**config.mk**
```make
export PLATFORM = sky130hd
export DESIGN_NAME = i2sp_slave
export DESIGN_NICKNAME = d
export VERILOG_FILES = /design/src/design/i2sp_pkg.sv /design/src/design/i2sp_slave.sv
export VERILOG_INCLUDE_DIRS = /design/src /design/src/design
export SDC_FILE = /design/constraint.sdc
export NUM_CORES = 1
export LEC_CHECK = 0
export BUFFER_PORTS_ARGS = -buffer_cell sky130_fd_sc_hd__buf_4
export CORE_MARGIN = 4
export CORE_UTILIZATION = 49
export DETAILED_ROUTE_END_ITERATION = 6
export HOLD_SLACK_MARGIN = 0.02
export PLACE_DENSITY_LB_ADDON = 0.2
export SLEW_MARGIN = 30
export SYNTH_ARGS = -nofsm -noshare
export SYNTH_HDL_FRONTEND = slang
export SYNTH_SLANG_ARGS = --single-unit
```
**constraint.sdc**
```tcl
create_clock -name mclk -period 2.4 [get_ports mclk]
set_input_delay 0.24 -clock mclk [delete_from_list [all_inputs] [get_ports mclk]]
set_output_delay 0.24 -clock mclk [all_outputs]
set_load 0.005 [all_outputs]
```
**src/design/i2sp_defs.svh**
```systemverilog
// Purpose: Register offsets, field positions, reset values and counts for the I2C slave port
// Assumes: Included by its bare name
// Notes: Offsets are byte addresses on the plain register port
`ifndef I2SP_DEFS_SVH
`define I2SP_DEFS_SVH
// ==========================================
// Register offsets
`define I2SP_OFS_MODE 8'h00
`define I2SP_OFS_STAT 8'h04
`define I2SP_OFS_DATA 8'h08
`define I2SP_OFS_ADDR 8'h0c
`define I2SP_OFS_TOUT 8'h10
`define I2SP_OFS_IRQ_STAT 8'h14
`define I2SP_OFS_IRQ_MASK 8'h18
`define I2SP_OFS_PULLUP 8'h1c
// ==========================================
// Reset values
`define I2SP_RST_MODE 8'he0
`define I2SP_RST_ADDR 8'h00
`define I2SP_RST_DATA 8'h00
`define I2SP_RST_TOUT 8'h00
// ==========================================
// Function codes and debounce counts
`define I2SP_FN_I2C 3'h6
`define I2SP_DEB_SHORT 3'h2
`define I2SP_DEB_LONG 3'h4
// ==========================================
// Interrupt status bit positions
`define I2SP_IRQ_BYTE 0
`define I2SP_IRQ_ADDR 1
`define I2SP_IRQ_STOP 2
`endif

```
**src/design/i2sp_pkg.sv**
```systemverilog
// Purpose: Types for the I2C slave port
// Assumes: Used by full package scope, never imported
// Notes: Holds the state encoding and the flag group
package i2sp_pkg;
  // ==========================================
  // Slave engine states
  typedef enum logic [2:0] {
    ST_IDLE = 3'b000,
    ST_ADDR = 3'b001,
    ST_ACK = 3'b010,
    ST_TX = 3'b011,
    ST_RX = 3'b100,
    ST_MACK = 3'b101,
    ST_WAIT = 3'b110
  } i2sp_state_type;
  // ==========================================
  // Bus status flags
  typedef struct packed {
    logic byte_done_flag;
    logic address_match_flag;
    logic bus_busy_flag;
    logic master_read_request;
    logic ack_received;
  } i2sp_flags_type;
endpackage : i2sp_pkg

```
**src/design/i2sp_slave.sv**
```systemverilog
// Purpose: I2C slave-only serial port with register access
// Assumes: mclk 40 MHz; SCL and SDA arrive asynchronously
// Notes: Open-drain pins, plain register port, slave only
// Operation
// - SDA and SCL only pulled low or released, never driven high
// - No chip select; selection is by matching the bus address
// - Slave only: slave transmit and slave receive directions
// - Optional SCL filter rejects glitches shorter than 2 or 4 clocks
// - Debounce select 00 none, 01 two clocks, 1x four clocks
// - One shared 8-bit data register carries every byte both ways
// - Address register bits 7..1 hold own address, bit 0 reserved RW
// - Selected when master address equals own address
// - Address register shares its location with the SPI control register
// - Debounce select acts only while function select is 110
// - Mode control bit 4 reads as zero
// - Pull-up control stays writable while I2C is active
// - Status register shows flags; separate time-out control register
// - Enable rising with function select 110 resets flags, keeps direction and ack controls
`timescale 1ns/1ps
`include "i2sp_defs.svh"
module i2sp_slave (
  input wire logic mclk,
  input wire logic rst_b,
  input wire logic [7:0] reg_addr,
  input wire logic [7:0] reg_wdata,
  input wire logic reg_wr,
  input wire logic reg_rd,
  output logic [7:0] reg_rdata_ff,
  input wire logic scl_in,
  output logic scl_out_ff,
  output logic scl_oe_ff,
  input wire logic sda_in,
  output logic sda_out_ff,
  output logic sda_oe_ff,
  output logic [1:0] pullup_en_ff,
  output logic irq_ff
);
  // ==========================================
  // Registers
  logic [7:0] mode_ff, addr_ff, data_ff, tout_ff;
  logic [1:0] pull_ff;
  logic [2:0] ist_ff, imask_ff;
  logic tx_dir_ff, ack_send_ff, wake_ff;
  i2sp_pkg::i2sp_flags_type flg_ff;
  i2sp_pkg::i2sp_state_type st_ff, nxt_st;
  logic [2:0] scl_s_ff, sda_s_ff;
  logic scl_f_ff, scl_fd_ff, sda_d_ff;
  logic [2:0] deb_cnt_ff;
  logic [3:0] bit_cnt_ff;
  logic [7:0] shf_ff;
  logic en_d_ff;

  // ==========================================
  // Decoding
  wire en = mode_ff[1];
  wire i2c_on = en && (mode_ff[7:5] == `I2SP_FN_I2C);
  wire [2:0] deb_len = !i2c_on ? 3'h0 :
    mode_ff[3] ? `I2SP_DEB_LONG : mode_ff[2] ? `I2SP_DEB_SHORT : 3'h0;
  wire wr_mode = reg_wr && reg_addr == `I2SP_OFS_MODE;
  wire wr_stat = reg_wr && reg_addr == `I2SP_OFS_STAT;
  wire wr_data = reg_wr && reg_addr == `I2SP_OFS_DATA;
  wire wr_addr = reg_wr && reg_addr == `I2SP_OFS_ADDR;
  wire wr_tout = reg_wr && reg_addr == `I2SP_OFS_TOUT;
  wire wr_ist = reg_wr && reg_addr == `I2SP_OFS_IRQ_STAT;
  wire wr_imsk = reg_wr && reg_addr == `I2SP_OFS_IRQ_MASK;
  wire wr_pull = reg_wr && reg_addr == `I2SP_OFS_PULLUP;
  wire scl_raw = scl_s_ff[1];
  wire sda_now = sda_s_ff[1];
  wire scl_rise = scl_f_ff && !scl_fd_ff;
  wire scl_fall = !scl_f_ff && scl_fd_ff;
  wire start_ev = i2c_on && scl_raw && scl_f_ff && sda_d_ff && !sda_now;
  wire stop_ev = i2c_on && scl_raw && scl_f_ff && !sda_d_ff && sda_now;
  wire en_rise = en && !en_d_ff;
  wire last_bit = bit_cnt_ff == 4'h7;
  wire addr_hit = shf_ff[7:1] == addr_ff[7:1];
  wire addr_done = st_ff == i2sp_pkg::ST_ADDR && scl_fall && last_bit;
  wire rx_done = st_ff == i2sp_pkg::ST_RX && scl_fall && last_bit;
  wire [7:0] stat_rd = {flg_ff.byte_done_flag, flg_ff.address_match_flag,
    flg_ff.bus_busy_flag, tx_dir_ff, ack_send_ff, flg_ff.master_read_request,
    wake_ff, flg_ff.ack_received};
  wire [7:0] rd_mux =
    reg_addr == `I2SP_OFS_MODE ? {mode_ff[7:5], 1'b0, mode_ff[3:0]} :
    reg_addr == `I2SP_OFS_STAT ? stat_rd :
    reg_addr == `I2SP_OFS_DATA ? data_ff :
    reg_addr == `I2SP_OFS_ADDR ? addr_ff :
    reg_addr == `I2SP_OFS_TOUT ? tout_ff :
    reg_addr == `I2SP_OFS_IRQ_STAT ? {5'h00, ist_ff} :
    reg_addr == `I2SP_OFS_IRQ_MASK ? {5'h00, imask_ff} :
    reg_addr == `I2SP_OFS_PULLUP ? {6'h00, pull_ff} : 8'h00;

  // ==========================================
  // Input synchronisers and SCL filter
  always_ff @(posedge mclk) begin
    if (!rst_b) begin
      scl_s_ff <= 3'h7;
      sda_s_ff <= 3'h7;
      sda_d_ff <= 1'b1;
    end else begin
      scl_s_ff <= {scl_s_ff[1:0], scl_in};
      sda_s_ff <= {sda_s_ff[1:0], sda_in};
      sda_d_ff <= sda_now;
    end
  end

  always_ff @(posedge mclk) begin
    if (!rst_b) begin
      scl_f_ff <= 1'b1;
      scl_fd_ff <= 1'b1;
      deb_cnt_ff <= 3'h0;
    end else begin
      scl_fd_ff <= scl_f_ff;
      if (scl_raw == scl_f_ff) begin
        deb_cnt_ff <= 3'h0;
      end else if (deb_cnt_ff + 3'h1 >= deb_len) begin
        scl_f_ff <= scl_raw;
        deb_cnt_ff <= 3'h0;
      end else begin
        deb_cnt_ff <= deb_cnt_ff + 3'h1;
      end
    end
  end

  // ==========================================
  // Slave engine
  always_comb begin
    nxt_st = st_ff;
    case (st_ff)
      i2sp_pkg::ST_IDLE: nxt_st = st_ff;
      i2sp_pkg::ST_ADDR: if (scl_fall && last_bit) nxt_st = addr_hit ?
        i2sp_pkg::ST_ACK : i2sp_pkg::ST_WAIT;
      i2sp_pkg::ST_ACK: if (scl_fall) nxt_st = (flg_ff.master_read_request || tx_dir_ff) ?
        i2sp_pkg::ST_TX : i2sp_pkg::ST_RX;
      i2sp_pkg::ST_TX: if (scl_fall && last_bit) nxt_st = i2sp_pkg::ST_MACK;
      i2sp_pkg::ST_RX: if (scl_fall && last_bit) nxt_st = i2sp_pkg::ST_ACK;
      i2sp_pkg::ST_MACK: if (scl_fall) nxt_st = flg_ff.ack_received ?
        i2sp_pkg::ST_WAIT : i2sp_pkg::ST_TX;
      i2sp_pkg::ST_WAIT: nxt_st = st_ff;
      default: nxt_st = i2sp_pkg::ST_IDLE;
    endcase
    if (start_ev) nxt_st = i2sp_pkg::ST_ADDR;
    if (stop_ev || !i2c_on) nxt_st = i2sp_pkg::ST_IDLE;
  end

  always_ff @(posedge mclk) begin
    if (!rst_b) begin
      st_ff <= i2sp_pkg::ST_IDLE;
      bit_cnt_ff <= 4'h0;
      shf_ff <= 8'h00;
    end else begin
      st_ff <= nxt_st;
      if (start_ev) begin
        bit_cnt_ff <= 4'hf;
      end else if (scl_fall && (last_bit || st_ff == i2sp_pkg::ST_ACK ||
          st_ff == i2sp_pkg::ST_MACK)) begin
        bit_cnt_ff <= 4'h0;
      end else if (scl_fall) begin
        bit_cnt_ff <= bit_cnt_ff + 4'h1;
      end
      if (scl_rise && (st_ff == i2sp_pkg::ST_ADDR || st_ff == i2sp_pkg::ST_RX)) begin
        shf_ff <= {shf_ff[6:0], sda_now};
      end else if (st_ff == i2sp_pkg::ST_ACK && scl_fall && nxt_st == i2sp_pkg::ST_TX) begin
        shf_ff <= data_ff;
      end else if (st_ff == i2sp_pkg::ST_MACK && scl_fall) begin
        shf_ff <= data_ff;
      end else if (st_ff == i2sp_pkg::ST_TX && scl_fall) begin
        shf_ff <= {shf_ff[6:0], 1'b1};
      end
    end
  end

  // ==========================================
  // Open-drain pins: drive low or release only
  always_ff @(posedge mclk) begin
    if (!rst_b) begin
      sda_out_ff <= 1'b0;
      sda_oe_ff <= 1'b0;
      scl_out_ff <= 1'b0;
      scl_oe_ff <= 1'b0;
    end else begin
      sda_out_ff <= 1'b0;
      scl_out_ff <= 1'b0;
      scl_oe_ff <= 1'b0;
      if (nxt_st == i2sp_pkg::ST_ACK) begin
        sda_oe_ff <= (st_ff == i2sp_pkg::ST_ADDR) ? 1'b1 : !ack_send_ff;
      end else if (nxt_st == i2sp_pkg::ST_TX) begin
        if (st_ff != i2sp_pkg::ST_TX) begin
          sda_oe_ff <= !data_ff[7];
        end else begin
          sda_oe_ff <= scl_fall ? !shf_ff[6] : !shf_ff[7];
        end
      end else begin
        sda_oe_ff <= 1'b0;
      end
    end
  end

  // ==========================================
  // Registers, flags and interrupt
  always_ff @(posedge mclk) begin
    if (!rst_b) begin
      mode_ff <= `I2SP_RST_MODE;
      addr_ff <= `I2SP_RST_ADDR;
      data_ff <= `I2SP_RST_DATA;
      tout_ff <= `I2SP_RST_TOUT;
      pull_ff <= 2'h0;
      tx_dir_ff <= 1'b0;
      ack_send_ff <= 1'b0;
      wake_ff <= 1'b0;
      flg_ff <= 5'b10001;
      ist_ff <= 3'h0;
      imask_ff <= 3'h0;
      en_d_ff <= 1'b0;
      reg_rdata_ff <= 8'h00;
      pullup_en_ff <= 2'h0;
      irq_ff <= 1'b0;
    end else begin
      en_d_ff <= en;
      reg_rdata_ff <= reg_rd ? rd_mux : 8'h00;
      pullup_en_ff <= pull_ff;
      irq_ff <= |(ist_ff & imask_ff);
      if (wr_mode) mode_ff <= {reg_wdata[7:5], 1'b0, reg_wdata[3:0]};
      if (wr_addr) addr_ff <= reg_wdata;
      if (wr_tout) tout_ff <= reg_wdata;
      if (wr_pull) pull_ff <= reg_wdata[1:0];
      if (wr_imsk) imask_ff <= reg_wdata[2:0];
      if (wr_stat) begin
        tx_dir_ff <= reg_wdata[4];
        ack_send_ff <= reg_wdata[3];
        wake_ff <= reg_wdata[1];
      end
      if (st_ff == i2sp_pkg::ST_RX && scl_fall && last_bit) begin
        data_ff <= shf_ff;
      end else if (st_ff == i2sp_pkg::ST_ADDR && scl_fall && last_bit && addr_hit) begin
        data_ff <= shf_ff;
      end else if (wr_data) begin
        data_ff <= reg_wdata;
      end
      if (en_rise && i2c_on) begin
        flg_ff <= 5'b10001;
      end else begin
        if (start_ev) flg_ff.bus_busy_flag <= 1'b1;
        if (stop_ev) flg_ff.bus_busy_flag <= 1'b0;
        if (start_ev) flg_ff.address_match_flag <= 1'b0;
        if (scl_fall && last_bit) flg_ff.byte_done_flag <= 1'b1;
        else if (scl_fall) flg_ff.byte_done_flag <= 1'b0;
        if (st_ff == i2sp_pkg::ST_ADDR && scl_fall && last_bit) begin
          flg_ff.address_match_flag <= addr_hit;
          flg_ff.master_read_request <= shf_ff[0];
        end
        if (st_ff == i2sp_pkg::ST_MACK && scl_rise) flg_ff.ack_received <= sda_now;
      end
      ist_ff <= (wr_ist ? ist_ff & ~reg_wdata[2:0] : ist_ff) | {stop_ev,
        st_ff == i2sp_pkg::ST_ADDR && scl_fall && last_bit && addr_hit,
        scl_fall && last_bit && st_ff != i2sp_pkg::ST_ADDR};
    end
  end

  // ==========================================
  // Checks
  a_mode_bit4_zero: assert property (@(posedge mclk) disable iff (!rst_b)
    reg_rd && reg_addr == `I2SP_OFS_MODE
    |=> !reg_rdata_ff[4])
    else $error("Mode bit 4 read nonzero");

  a_sda_open_drain: assert property (@(posedge mclk) disable iff (!rst_b)
    1'b1
    |-> !sda_out_ff && !scl_out_ff)
    else $error("Pin driven high");

  a_no_deb_off: assert property (@(posedge mclk) disable iff (!rst_b)
    !i2c_on && scl_raw != scl_f_ff
    |=> scl_f_ff == $past(scl_raw))
    else $error("Filter active outside I2C mode");

  a_deb_long_hold: assert property (@(posedge mclk) disable iff (!rst_b)
    i2c_on && mode_ff[3] && $changed(scl_f_ff)
    |-> $past(scl_raw, 1) == $past(scl_raw, 4))
    else $error("Long debounce too short");

  a_addr_match: assert property (@(posedge mclk) disable iff (!rst_b)
    addr_done && !start_ev && !stop_ev
    |=> flg_ff.address_match_flag == (shf_ff[7:1] == addr_ff[7:1]) || $past(en_rise))
    else $error("Address match flag wrong");

  a_addr_bit0_rw: assert property (@(posedge mclk) disable iff (!rst_b)
    wr_addr
    |=> addr_ff == $past(reg_wdata))
    else $error("Address register write lost");

  a_en_rise_flags: assert property (@(posedge mclk) disable iff (!rst_b)
    en_rise && i2c_on && !wr_stat
    |=> flg_ff == 5'b10001 && tx_dir_ff == $past(tx_dir_ff))
    else $error("Enable rise flag reset wrong");

  a_irq_level: assert property (@(posedge mclk) disable iff (!rst_b)
    |(ist_ff & imask_ff)
    |=> irq_ff)
    else $error("Interrupt not raised");

  a_irq_quiet: assert property (@(posedge mclk) disable iff (!rst_b)
    !(|(ist_ff & imask_ff))
    |=> !irq_ff)
    else $error("Interrupt raised with nothing pending");

  a_scl_no_stretch: assert property (@(posedge mclk) disable iff (!rst_b)
    1'b1
    |-> !scl_oe_ff)
    else $error("Clock line pulled low by slave");

  a_oe_in_ack_tx: assert property (@(posedge mclk) disable iff (!rst_b)
    sda_oe_ff
    |-> st_ff == i2sp_pkg::ST_ACK || st_ff == i2sp_pkg::ST_TX)
    else $error("Data line pulled outside ack or transmit");

  a_hit_to_ack: assert property (@(posedge mclk) disable iff (!rst_b)
    addr_done && addr_hit && !start_ev && !stop_ev && i2c_on
    |=> st_ff == i2sp_pkg::ST_ACK)
    else $error("Matched address not acknowledged");

  a_miss_to_wait: assert property (@(posedge mclk) disable iff (!rst_b)
    addr_done && !addr_hit && !start_ev && !stop_ev && i2c_on
    |=> st_ff == i2sp_pkg::ST_WAIT)
    else $error("Foreign address selected the slave");

  a_rw_capture: assert property (@(posedge mclk) disable iff (!rst_b)
    addr_done
    |=> flg_ff.master_read_request == $past(shf_ff[0]) || $past(en_rise))
    else $error("Direction bit not captured");

  a_rx_store: assert property (@(posedge mclk) disable iff (!rst_b)
    rx_done
    |=> data_ff == $past(shf_ff))
    else $error("Received byte not stored");

  a_data_write: assert property (@(posedge mclk) disable iff (!rst_b)
    wr_data && !rx_done && !(addr_done && addr_hit)
    |=> data_ff == $past(reg_wdata))
    else $error("Data register write lost");

  a_tx_first_bit: assert property (@(posedge mclk) disable iff (!rst_b)
    st_ff == i2sp_pkg::ST_ACK && scl_fall && nxt_st == i2sp_pkg::ST_TX
    |=> sda_oe_ff == !$past(data_ff[7]))
    else $error("First transmit bit not from data register");

  a_idle_when_off: assert property (@(posedge mclk) disable iff (!rst_b)
    !i2c_on
    |=> st_ff == i2sp_pkg::ST_IDLE)
    else $error("Engine active outside I2C function");

  a_deb_short_hold: assert property (@(posedge mclk) disable iff (!rst_b)
    i2c_on && mode_ff[3:2] == 2'b01 && $changed(scl_f_ff)
    |-> $past(scl_raw, 1) == $past(scl_raw, 2))
    else $error("Short debounce too short");

  a_busy_start: assert property (@(posedge mclk) disable iff (!rst_b)
    start_ev && !en_rise
    |=> flg_ff.bus_busy_flag)
    else $error("Busy flag not set by start");

  a_busy_stop: assert property (@(posedge mclk) disable iff (!rst_b)
    stop_ev && !en_rise
    |=> !flg_ff.bus_busy_flag)
    else $error("Busy flag not cleared by stop");

  a_stat_ctrl_rw: assert property (@(posedge mclk) disable iff (!rst_b)
    wr_stat
    |=> tx_dir_ff == $past(reg_wdata[4]) && ack_send_ff == $past(reg_wdata[3]))
    else $error("Direction or ack control write lost");

  a_mode_bit4_store: assert property (@(posedge mclk) disable iff (!rst_b)
    wr_mode
    |=> !mode_ff[4])
    else $error("Mode bit 4 stored");

  a_pullup_follow: assert property (@(posedge mclk) disable iff (!rst_b)
    wr_pull
    |=> ##1 pullup_en_ff == $past(reg_wdata[1:0], 2))
    else $error("Pull-up enable not updated");

  a_addr_irq_set: assert property (@(posedge mclk) disable iff (!rst_b)
    addr_done && addr_hit
    |=> ist_ff[`I2SP_IRQ_ADDR])
    else $error("Address interrupt status not set");

  a_rdata_idle: assert property (@(posedge mclk) disable iff (!rst_b)
    !reg_rd
    |=> reg_rdata_ff == 8'h00)
    else $error("Read data not zero outside read");
endmodule : i2sp_slave

```
After elaboration in Yosys (flattened, before gate mapping)
Index checks and enable logic that the tools add are counted.

Flip-flop bits (word level): 85. Input port bits: 22. Output and inout port bits: 15. Logic and storage cells: 164.

Add/sub/neg operators: 2. Order comparisons: 1. Eq/ne operators: 21. Multiplexer cells: 40. Bitwise operators: 7. Reductions and logical operators: 63.

Operators with widths (count): two-way mux 8 bit (12); two-way mux 3 bit (15); logical AND 1 bit (33); == test 8 x 5 -> 1 bit, second input constant (4); case mux 3 bit (6 select lines) (1); == test 8 x 4 -> 1 bit, second input constant (2); OR reduction 3 bit (5); == test 3 x 2 -> 1 bit, second input constant (4); == test 3 bit, second input constant (4); two-way mux 4 bit (3); zero test 1 bit (10); == test 8 x 3 -> 1 bit, second input constant (1); zero test 8 bit (1); == test 7 bit (1); two-way mux 1 bit (7); AND 3 bit (2); nonzero test 3 bit (2); logical OR 1 bit (5); adder 4 x 1 -> 4 bit, second input constant (1); == test 4 x 3 -> 1 bit, second input constant (1); two-way mux 2 bit (2); AND reduction 2 bit (2); nonzero test 4 bit (1); OR reduction 2 bit (2); 11 further kinds (13).

Logic depth before layout (Yosys ltp)
Gate-level depths: netlist (run 1).

Word-level depth: 12. Depth in mapped cells: 8.

Worst setup path before layout (run 1)
OpenSTA, ideal clock, no wires.

Path kind: register -> register. From: reg bit_cnt_ff[0]. To: reg shf_ff[1]. Arrival time: 1620 ps. Required time: 2328 ps. Path slack: 708 ps. Cell stages (with the launch flop): 8. Clock period less this slack: 1692 ps. Cells stage by stage: dfxtp_1 -> ha_1 -> and3b_1 -> a21boi_1 -> o31ai_2 -> and2_4 -> buf_6 -> mux2i_1.

Cells in the longest elaborated chain, start to end: 10.

Ends and longest elaborated chain: from (decl) (RTL line i2sp_slave.sv:49) `logic [3:0] bit_cnt_ff;`; from (signal assigned) (RTL line i2sp_slave.sv:157) `bit_cnt_ff <= bit_cnt_ff + 4'h1;`; == test 4 x 3 -> 1 bit (*) (RTL line i2sp_slave.sv:74) `wire last_bit = bit_cnt_ff == 4'h7;`; logical AND 1 bit (*) (RTL line i2sp_slave.sv:129, i2sp_slave.sv:133, i2sp_slave.sv:134); two-way mux 3 bit, on equally long branches (RTL line i2sp_slave.sv:134, i2sp_slave.sv:129, i2sp_slave.sv:133); case mux 3 bit (6 select lines) (*) (RTL line i2sp_slave.sv:127) `case (st_ff)`; two-way mux 3 bit (*) (RTL line i2sp_slave.sv:140) `if (start_ev) nxt_st = i2sp_pkg::ST_ADDR;`; two-way mux 3 bit (*) (RTL line i2sp_slave.sv:141) `if (stop_ev || !i2c_on) nxt_st = i2sp_pkg::ST_IDLE;`; == test 3 x 2 -> 1 bit (*) (RTL line i2sp_slave.sv:161) `end else if (st_ff == i2sp_pkg::ST_ACK && scl_fall && nxt_st == i2sp_pkg::ST_TX) begin`; logical AND 1 bit (*) (RTL line i2sp_slave.sv:161); two-way mux 8 bit (RTL line i2sp_slave.sv:161); two-way mux 8 bit (RTL line i2sp_slave.sv:159) `if (scl_rise && (st_ff == i2sp_pkg::ST_ADDR || st_ff == i2sp_pkg::ST_RX)) begin`; to (signal assigned) (RTL line i2sp_slave.sv:160) `shf_ff <= {shf_ff[6:0], sda_now};`; to (signal assigned) (RTL line i2sp_slave.sv:162) `shf_ff <= data_ff;`; to (signal assigned) (RTL line i2sp_slave.sv:164) `shf_ff <= data_ff;`; to (decl) (RTL line i2sp_slave.sv:50) `logic [7:0] shf_ff;`.

Mark *: on every way between the ends. The rest lies on a longest branch, timed or not. A chain may end at the register's enable or synchronous reset.

Worst setup path after layout (run 1)
From: reg st_ff[1]. To: reg shf_ff[4].

Cells in the longest elaborated chain, start to end: 9.

Ends and longest elaborated chain: from (decl) (RTL line i2sp_slave.sv:45) `i2sp_pkg::i2sp_state_type st_ff, nxt_st;`; from (signal assigned) (RTL line i2sp_slave.sv:146) `st_ff <= i2sp_pkg::ST_IDLE;`; from (signal assigned) (RTL line i2sp_slave.sv:150) `st_ff <= nxt_st;`; == test 3 bit or zero test 3 bit (tied branches) (RTL line i2sp_slave.sv:127); OR reduction 2 bit (no line); case mux 3 bit (6 select lines) (RTL line i2sp_slave.sv:127); two-way mux 3 bit (RTL line i2sp_slave.sv:140); two-way mux 3 bit (RTL line i2sp_slave.sv:141); == test 3 x 2 -> 1 bit (RTL line i2sp_slave.sv:161); logical AND 1 bit (RTL line i2sp_slave.sv:161); two-way mux 8 bit (RTL line i2sp_slave.sv:161); two-way mux 8 bit (RTL line i2sp_slave.sv:159).

Parallel ways exist; a longest one is shown, timed or not.

==> qor.csv, run 1 <==
metric,value,unit
status,"complete, no violations",
Hold WS,65.0,ps
GRT Total Usage,21.7,%
first drt pass iteration count,7,
Seq pwr share,55.3,%
Mapped Area,4240,um^2
initial antenna violation count,0,
Max-Slew Margin vs Limit,55.7,%
vias,3565,
post-CTS resize count,0,
Yosys warning count,0,
Via-to-Cell Ratio,5.94,
clk_lat worst skew,350,ps
Syn Inst Count,467,
first-pass GRT wire length,17500,um
"Distinct cells, synth",71,
post-layout util,56.9,%
Root Buffer,clkbuf_8,
Startpoint Class,flop,
"delay-heaviest family, CP",flip-flops,
ys async rst share,0,%
internal power,1.97,mW
cell depth of the worst setup path,5,
port bufs,33,
Syn Area/Cell,9.08,um^2
power per cell area,545,nW/um^2
clk slew on worst S/H paths,90,ps
ant diodes,0,
H-tree depth,3,
"Hold Vio Cnt, Final",0,
final setup TNS,0,ps
Initial Util,51.1,%
sequential area share after synthesis,40.1,%
WL per Instance,17.8,um
drt drc,0,
"EDFF count, synth",0,
Min-Delay Path Class,in2reg,
CP Data Arrival Time,2360,ps
RSZ-0062 raised after global routing,false,
CTS Buffer Depth,2,
CP bufs+invs,0,
part of the power in the clock network,39.6,%
Max Slew Vio Count,0,
core area,8300,um^2
Sw Share,23.6,%
hpwl dp,7690,um
gr ovfl total,0,
endpoint class of the critical path,flop,
"commonest non-fill, non-tap cells in the layout","dfxtp_1, nand2_1, buf_4",
final std cells w/o fill,600,
CP max FO,18,
TritonCTS clock tree,built,
initial drt markers,267,
die width,101,um
GPL Wtd Cong,0.887,
share of cells above drive strength 1,17.4,%
num rows,33,
Switch Pwr,0.607,mW
P&R area growth vs syn,11.4,%
DIE AREA,10200,um^2
worst slew pin tran,658,ps
CP required,2680,ps
Post-CTS Hold Buffers,0,
pin count of the biggest net entering global routing,39,
final setup fails,0,
hold path cells,2,
Max stage delay on crit path,720,ps
Gate power share,5.2,%
CTS Sinks,85,
Routed Antenna Nets,0,
Yosys reg bits,85,
dpl cells,585,
critical path class,reg2reg,
"critical path, cell by cell",nor3b_1 -> a21boi_1 -> o31ai_2 -> and2_4 -> mux2i_1,
metal3 WL,560,um
Num CTS Buffers,9,
Post-Route WL,10700,um
Power Total,2.57,mW
final worst-path cycle share,86.9,%
CP max stage cell,dfxtp_1,
vias in the first global route,3501,
Peak VDD IR,0.000320,V
Leak Pwr,1.96,nW
postcts setup bufs,0,
Die H,101,um
Achievable Freq,480,MHz
worst r2r path cells,5,
met2 wire len,4930,um
"commonest non-fill, non-tap cell in the layout",dfxtp_1,
num ports,37,
"Top FF cell, synth",dfxtp_1,
met1 WL,4950,um
Layout Nets,517,
max cap viols,0,
post-layout min period,2090,ps
DR top layer,met4,
clk_skew,9.65,ps
==> power by group through the flow <==
stage	Clock [mW]	Sequential [mW]	Combinational, mW
2_1_floorplan	0	1.45	0.0762
3_3_place_gp	0	1.45	0.129
3_5_place_dp	0	1.45	0.131
4_1_cts	1.03	1.42	0.132
5_1_grt	1.08	1.42	0.144
6_report	1.02	1.42	0.133
==> sequential cells by signal, indices dropped and copies added (netlist names), 2 cells and up <==
name	flops
shf_ff	8
scl_s_ff	2
ist_ff	3
data_ff	8
pull_ff	2
flg_ff	5
sda_s_ff	2
bit_cnt_ff	4
mode_ff	7
pullup_en_ff	2
imask_ff	3
reg_rdata_ff	8
addr_ff	8
st_ff	3
tout_ff	8
deb_cnt_ff	3
==> cell families after synthesis <==
family / synth area share [%]
buf+inv: 5.25
simple gates: 21.6
mux: 12.7
fa+ha+maj: 1.18
xor+xnor: 2.48
flops: 40.1
compound gates: 16.6
other cells: 0.0885
==> synth_stat cells (7+ instances only) <==
| cell type | count | area [um^2] |
|---|---|---|
| a21oi_1 | 33 | 165 |
| a22oi_1 | 8 | 60.1 |
| a311oi_1 | 7 | 61.3 |
| buf_2 | 10 | 50.1 |
| clkbuf_1 | 14 | 52.6 |
| dfxtp_1 | 85 | 1700 |
| inv_1 | 14 | 52.6 |
| mux2_2 | 14 | 158 |
| mux2i_1 | 38 | 380 |
| nand2_1 | 42 | 158 |
| nand2b_1 | 10 | 62.6 |
| nand3_1 | 23 | 115 |
| nor2_1 | 40 | 150 |
| o21ai_0 | 10 | 50.1 |
| o2bb2ai_1 | 7 | 61.3 |
| xnor2_1 | 9 | 78.8 |
==> through the flow <==
| stage | cell area (um^2) | setup WS [ps] |
|---|---|---|
| global placement | 4530 | 376 |
| detailed placement | 4530 | 301 |
| floorplan | 4250 | 708 |
| global route | 4720 | 198 |
| CTS | 4720 | 308 |
| finish | 4720 | 315 |
==> layout make-up <==
cell class                 count  area, um^2
sequential                    85        1700
timing repair buffer          42         315
tap                          105         131
clock inverter                 4        48.8
multi-input combinational    337        2320
fill                         766        3580
inverter                      16        60.1
clock buffer                  11         141
==> worst paths after layout <==
path              slack (ps)     endpoint         from
setup / recovery         310    shf_ff[4]     st_ff[1]
hold / removal            60  scl_s_ff[0]       scl_in
setup reg to reg         310    shf_ff[4]     st_ff[1]
hold reg to reg          420  sda_s_ff[1]  sda_s_ff[0]
==> routing by layer <==
metal,global-route usage [%],vias to the layer above
met2,33.9,110
met1,29.6,1713
li1,-,1721
met5,0,-
met3,3.88,21
met4,8.59,0
Note: power is estimated with default switching activity, not from simulation.
==> inputs of run 2 (changes only) <==
--- a/config.mk
+++ b/config.mk
@@ -12,6 +12,7 @@
 export DETAILED_ROUTE_END_ITERATION = 6
 export HOLD_SLACK_MARGIN = 0.02
 export PLACE_DENSITY_LB_ADDON = 0.2
+export REMOVE_ABC_BUFFERS = 1
 export SLEW_MARGIN = 30
 export SYNTH_ARGS = -nofsm -noshare
 export SYNTH_HDL_FRONTEND = slang
==> qor.csv, run 2 (synthesis results as in run 1) <==
metric,value,unit,change
H-tree depth,3,,unchanged
post-layout util,57.4,%,+0.54 points
clk_skew,10.9,ps,+1.27 ps
die width,101,um,unchanged
Max stage delay on crit path,660,ps,-60 ps
CTS Sinks,85,,unchanged
CTS Buffer Depth,2,,unchanged
ant diodes,0,,unchanged
WL per Instance,17.4,um,-2.1%
dpl ws,300,ps,-0.839 ps
critical path class,reg2reg,,
final std cells w/o fill,602,,+0.33%
Post-CTS Hold Buffers,0,,unchanged
Layout Nets,519,,+0.39%
GRT Total Usage,21.4,%,-0.24 points
Max Slew Vio Count,0,,unchanged
Leak Pwr,1.97,nW,+1.0%
status,"complete, no violations",,
"delay-heaviest family, CP",flip-flops,,
pin count of the biggest net entering global routing,41,,+5.1%
RSZ-0062 raised after global routing,false,,
worst slew pin tran,633,ps,-25.8 ps
TritonCTS clock tree,built,,
Hold WS,56.4,ps,-8.58 ps
num ports,37,,unchanged
final worst-path cycle share,84.7,%,-2.2 points
Max-Slew Margin vs Limit,57.4,%,+1.7 points
CP required,2690,ps,about the same
first-pass GRT wire length,17100,um,-2.1%
drt drc,0,,unchanged
core area,8300,um^2,unchanged
CP bufs+invs,0,,unchanged
clk slew on worst S/H paths,90,ps,about the same
max cap viols,0,,unchanged
GPL Wtd Cong,0.918,,+3.5%
Initial Util,51.1,%,unchanged
Min-Delay Path Class,in2reg,,
cell area after layout,4770,um^2,+0.95%
gr ovfl total,0,,unchanged
final setup margin,367,ps,+52.2 ps
Power Total,2.69,mW,+4.7%
"commonest non-fill, non-tap cell in the layout",dfxtp_1,,
Gate power share,4.9,%,-0.3 points
CP max stage cell,dfxtp_1,,
share of cells above drive strength 1,17.9,%,+0.53 points
final setup fails,0,,unchanged
post-CTS resize count,0,,unchanged
Switch Pwr,0.637,mW,+5.0%
part of the power in the clock network,42.3,%,+2.7 points
vias in the first global route,3341,,-4.6%
Die H,101,um,unchanged
post-layout min period,2030,ps,-52.2 ps
num rows,33,,unchanged
initial drt markers,291,,+9.0%
Routed Antenna Nets,0,,unchanged
Achievable Freq,492,MHz,+2.6%
DIE AREA,10200,um^2,unchanged
clk_lat worst skew,360,ps,about the same
Seq pwr share,52.8,%,-2.5 points
"commonest non-fill, non-tap cells in the layout","dfxtp_1, buf_4, nand2_1",,
initial antenna violation count,0,,unchanged
CP Data Arrival Time,2320,ps,-40 ps
Via-to-Cell Ratio,5.88,,-1.0%
power per cell area,565,nW/um^2,+3.7%
Post-Route WL,10500,um,-1.8%
cell area after placement,4550,um^2,+0.33%
fill count,754,,-1.6%
"critical path, cell by cell",nor3b_1 -> a21boi_1 -> o31ai_2 -> and2_4 -> mux2i_1,,
Sw Share,23.7,%,+0.082 points
internal power,2.06,mW,+4.6%
Num CTS Buffers,9,,unchanged
port bufs,33,,unchanged
Startpoint Class,flop,,
Root Buffer,clkbuf_8,,
Peak VDD IR,0.000331,V,+3.3%
vias,3541,,-0.67%
hpwl dp,7550,um,-1.8%
postcts setup bufs,0,,unchanged
endpoint class of the critical path,flop,,
P&R area growth vs syn,12.4,%,
first drt pass iteration count,5,,-2
final setup TNS,0,ps,unchanged
"Hold Vio Cnt, Final",0,,unchanged
CP max FO,14,,-4
dpl cells,587,,+0.34%
run 2: final cells by class:
class,count,area (um^2),area share (%)
clock inverters,6,96.3,2.02
flip-flops and latches,85,1700,35.7
inverters,16,60.1,1.26
repair buffers,44,330,6.93
well taps,105,131,2.76
multi-input cells,337,2320,48.7
clock buffers,9,124,2.60
run 2: final timing paths:
path	from	end	slack, ps	cells past startpoint
min	scl_in	scl_s_ff[0]	60	2
max	st_ff[2]	shf_ff[4]	370	5
max reg2reg	st_ff[2]	shf_ff[4]	370	5
min reg2reg	scl_s_ff[0]	scl_s_ff[1]	410	1
run 2: worst register-to-register path: stages (launching register included):
cell,delay (ps)
dfxtp_1,660
nor3b_1,150
a21boi_1,190
o31ai_2,450
and2_4,310
mux2i_1,200
run 2: power by group through the flow:
stage	clock network (mW)	registers, mW	logic (mW)
final	1.14	1.42	0.133
after global routing	1.21	1.42	0.144
after CTS	1.16	1.42	0.131
after detailed placement	0	1.45	0.131
after global placement	0	1.45	0.129
after floorplan	0	1.45	0.0478
run 2: routing by layer:
layer	up-vias	GRT usage, %	wire length [um]
met5	-	0	0
li1	1723	-	-
met2	98	34.8	4960
met3	9	4.43	558
met4	0	5.52	115
met1	1711	29.0	4860
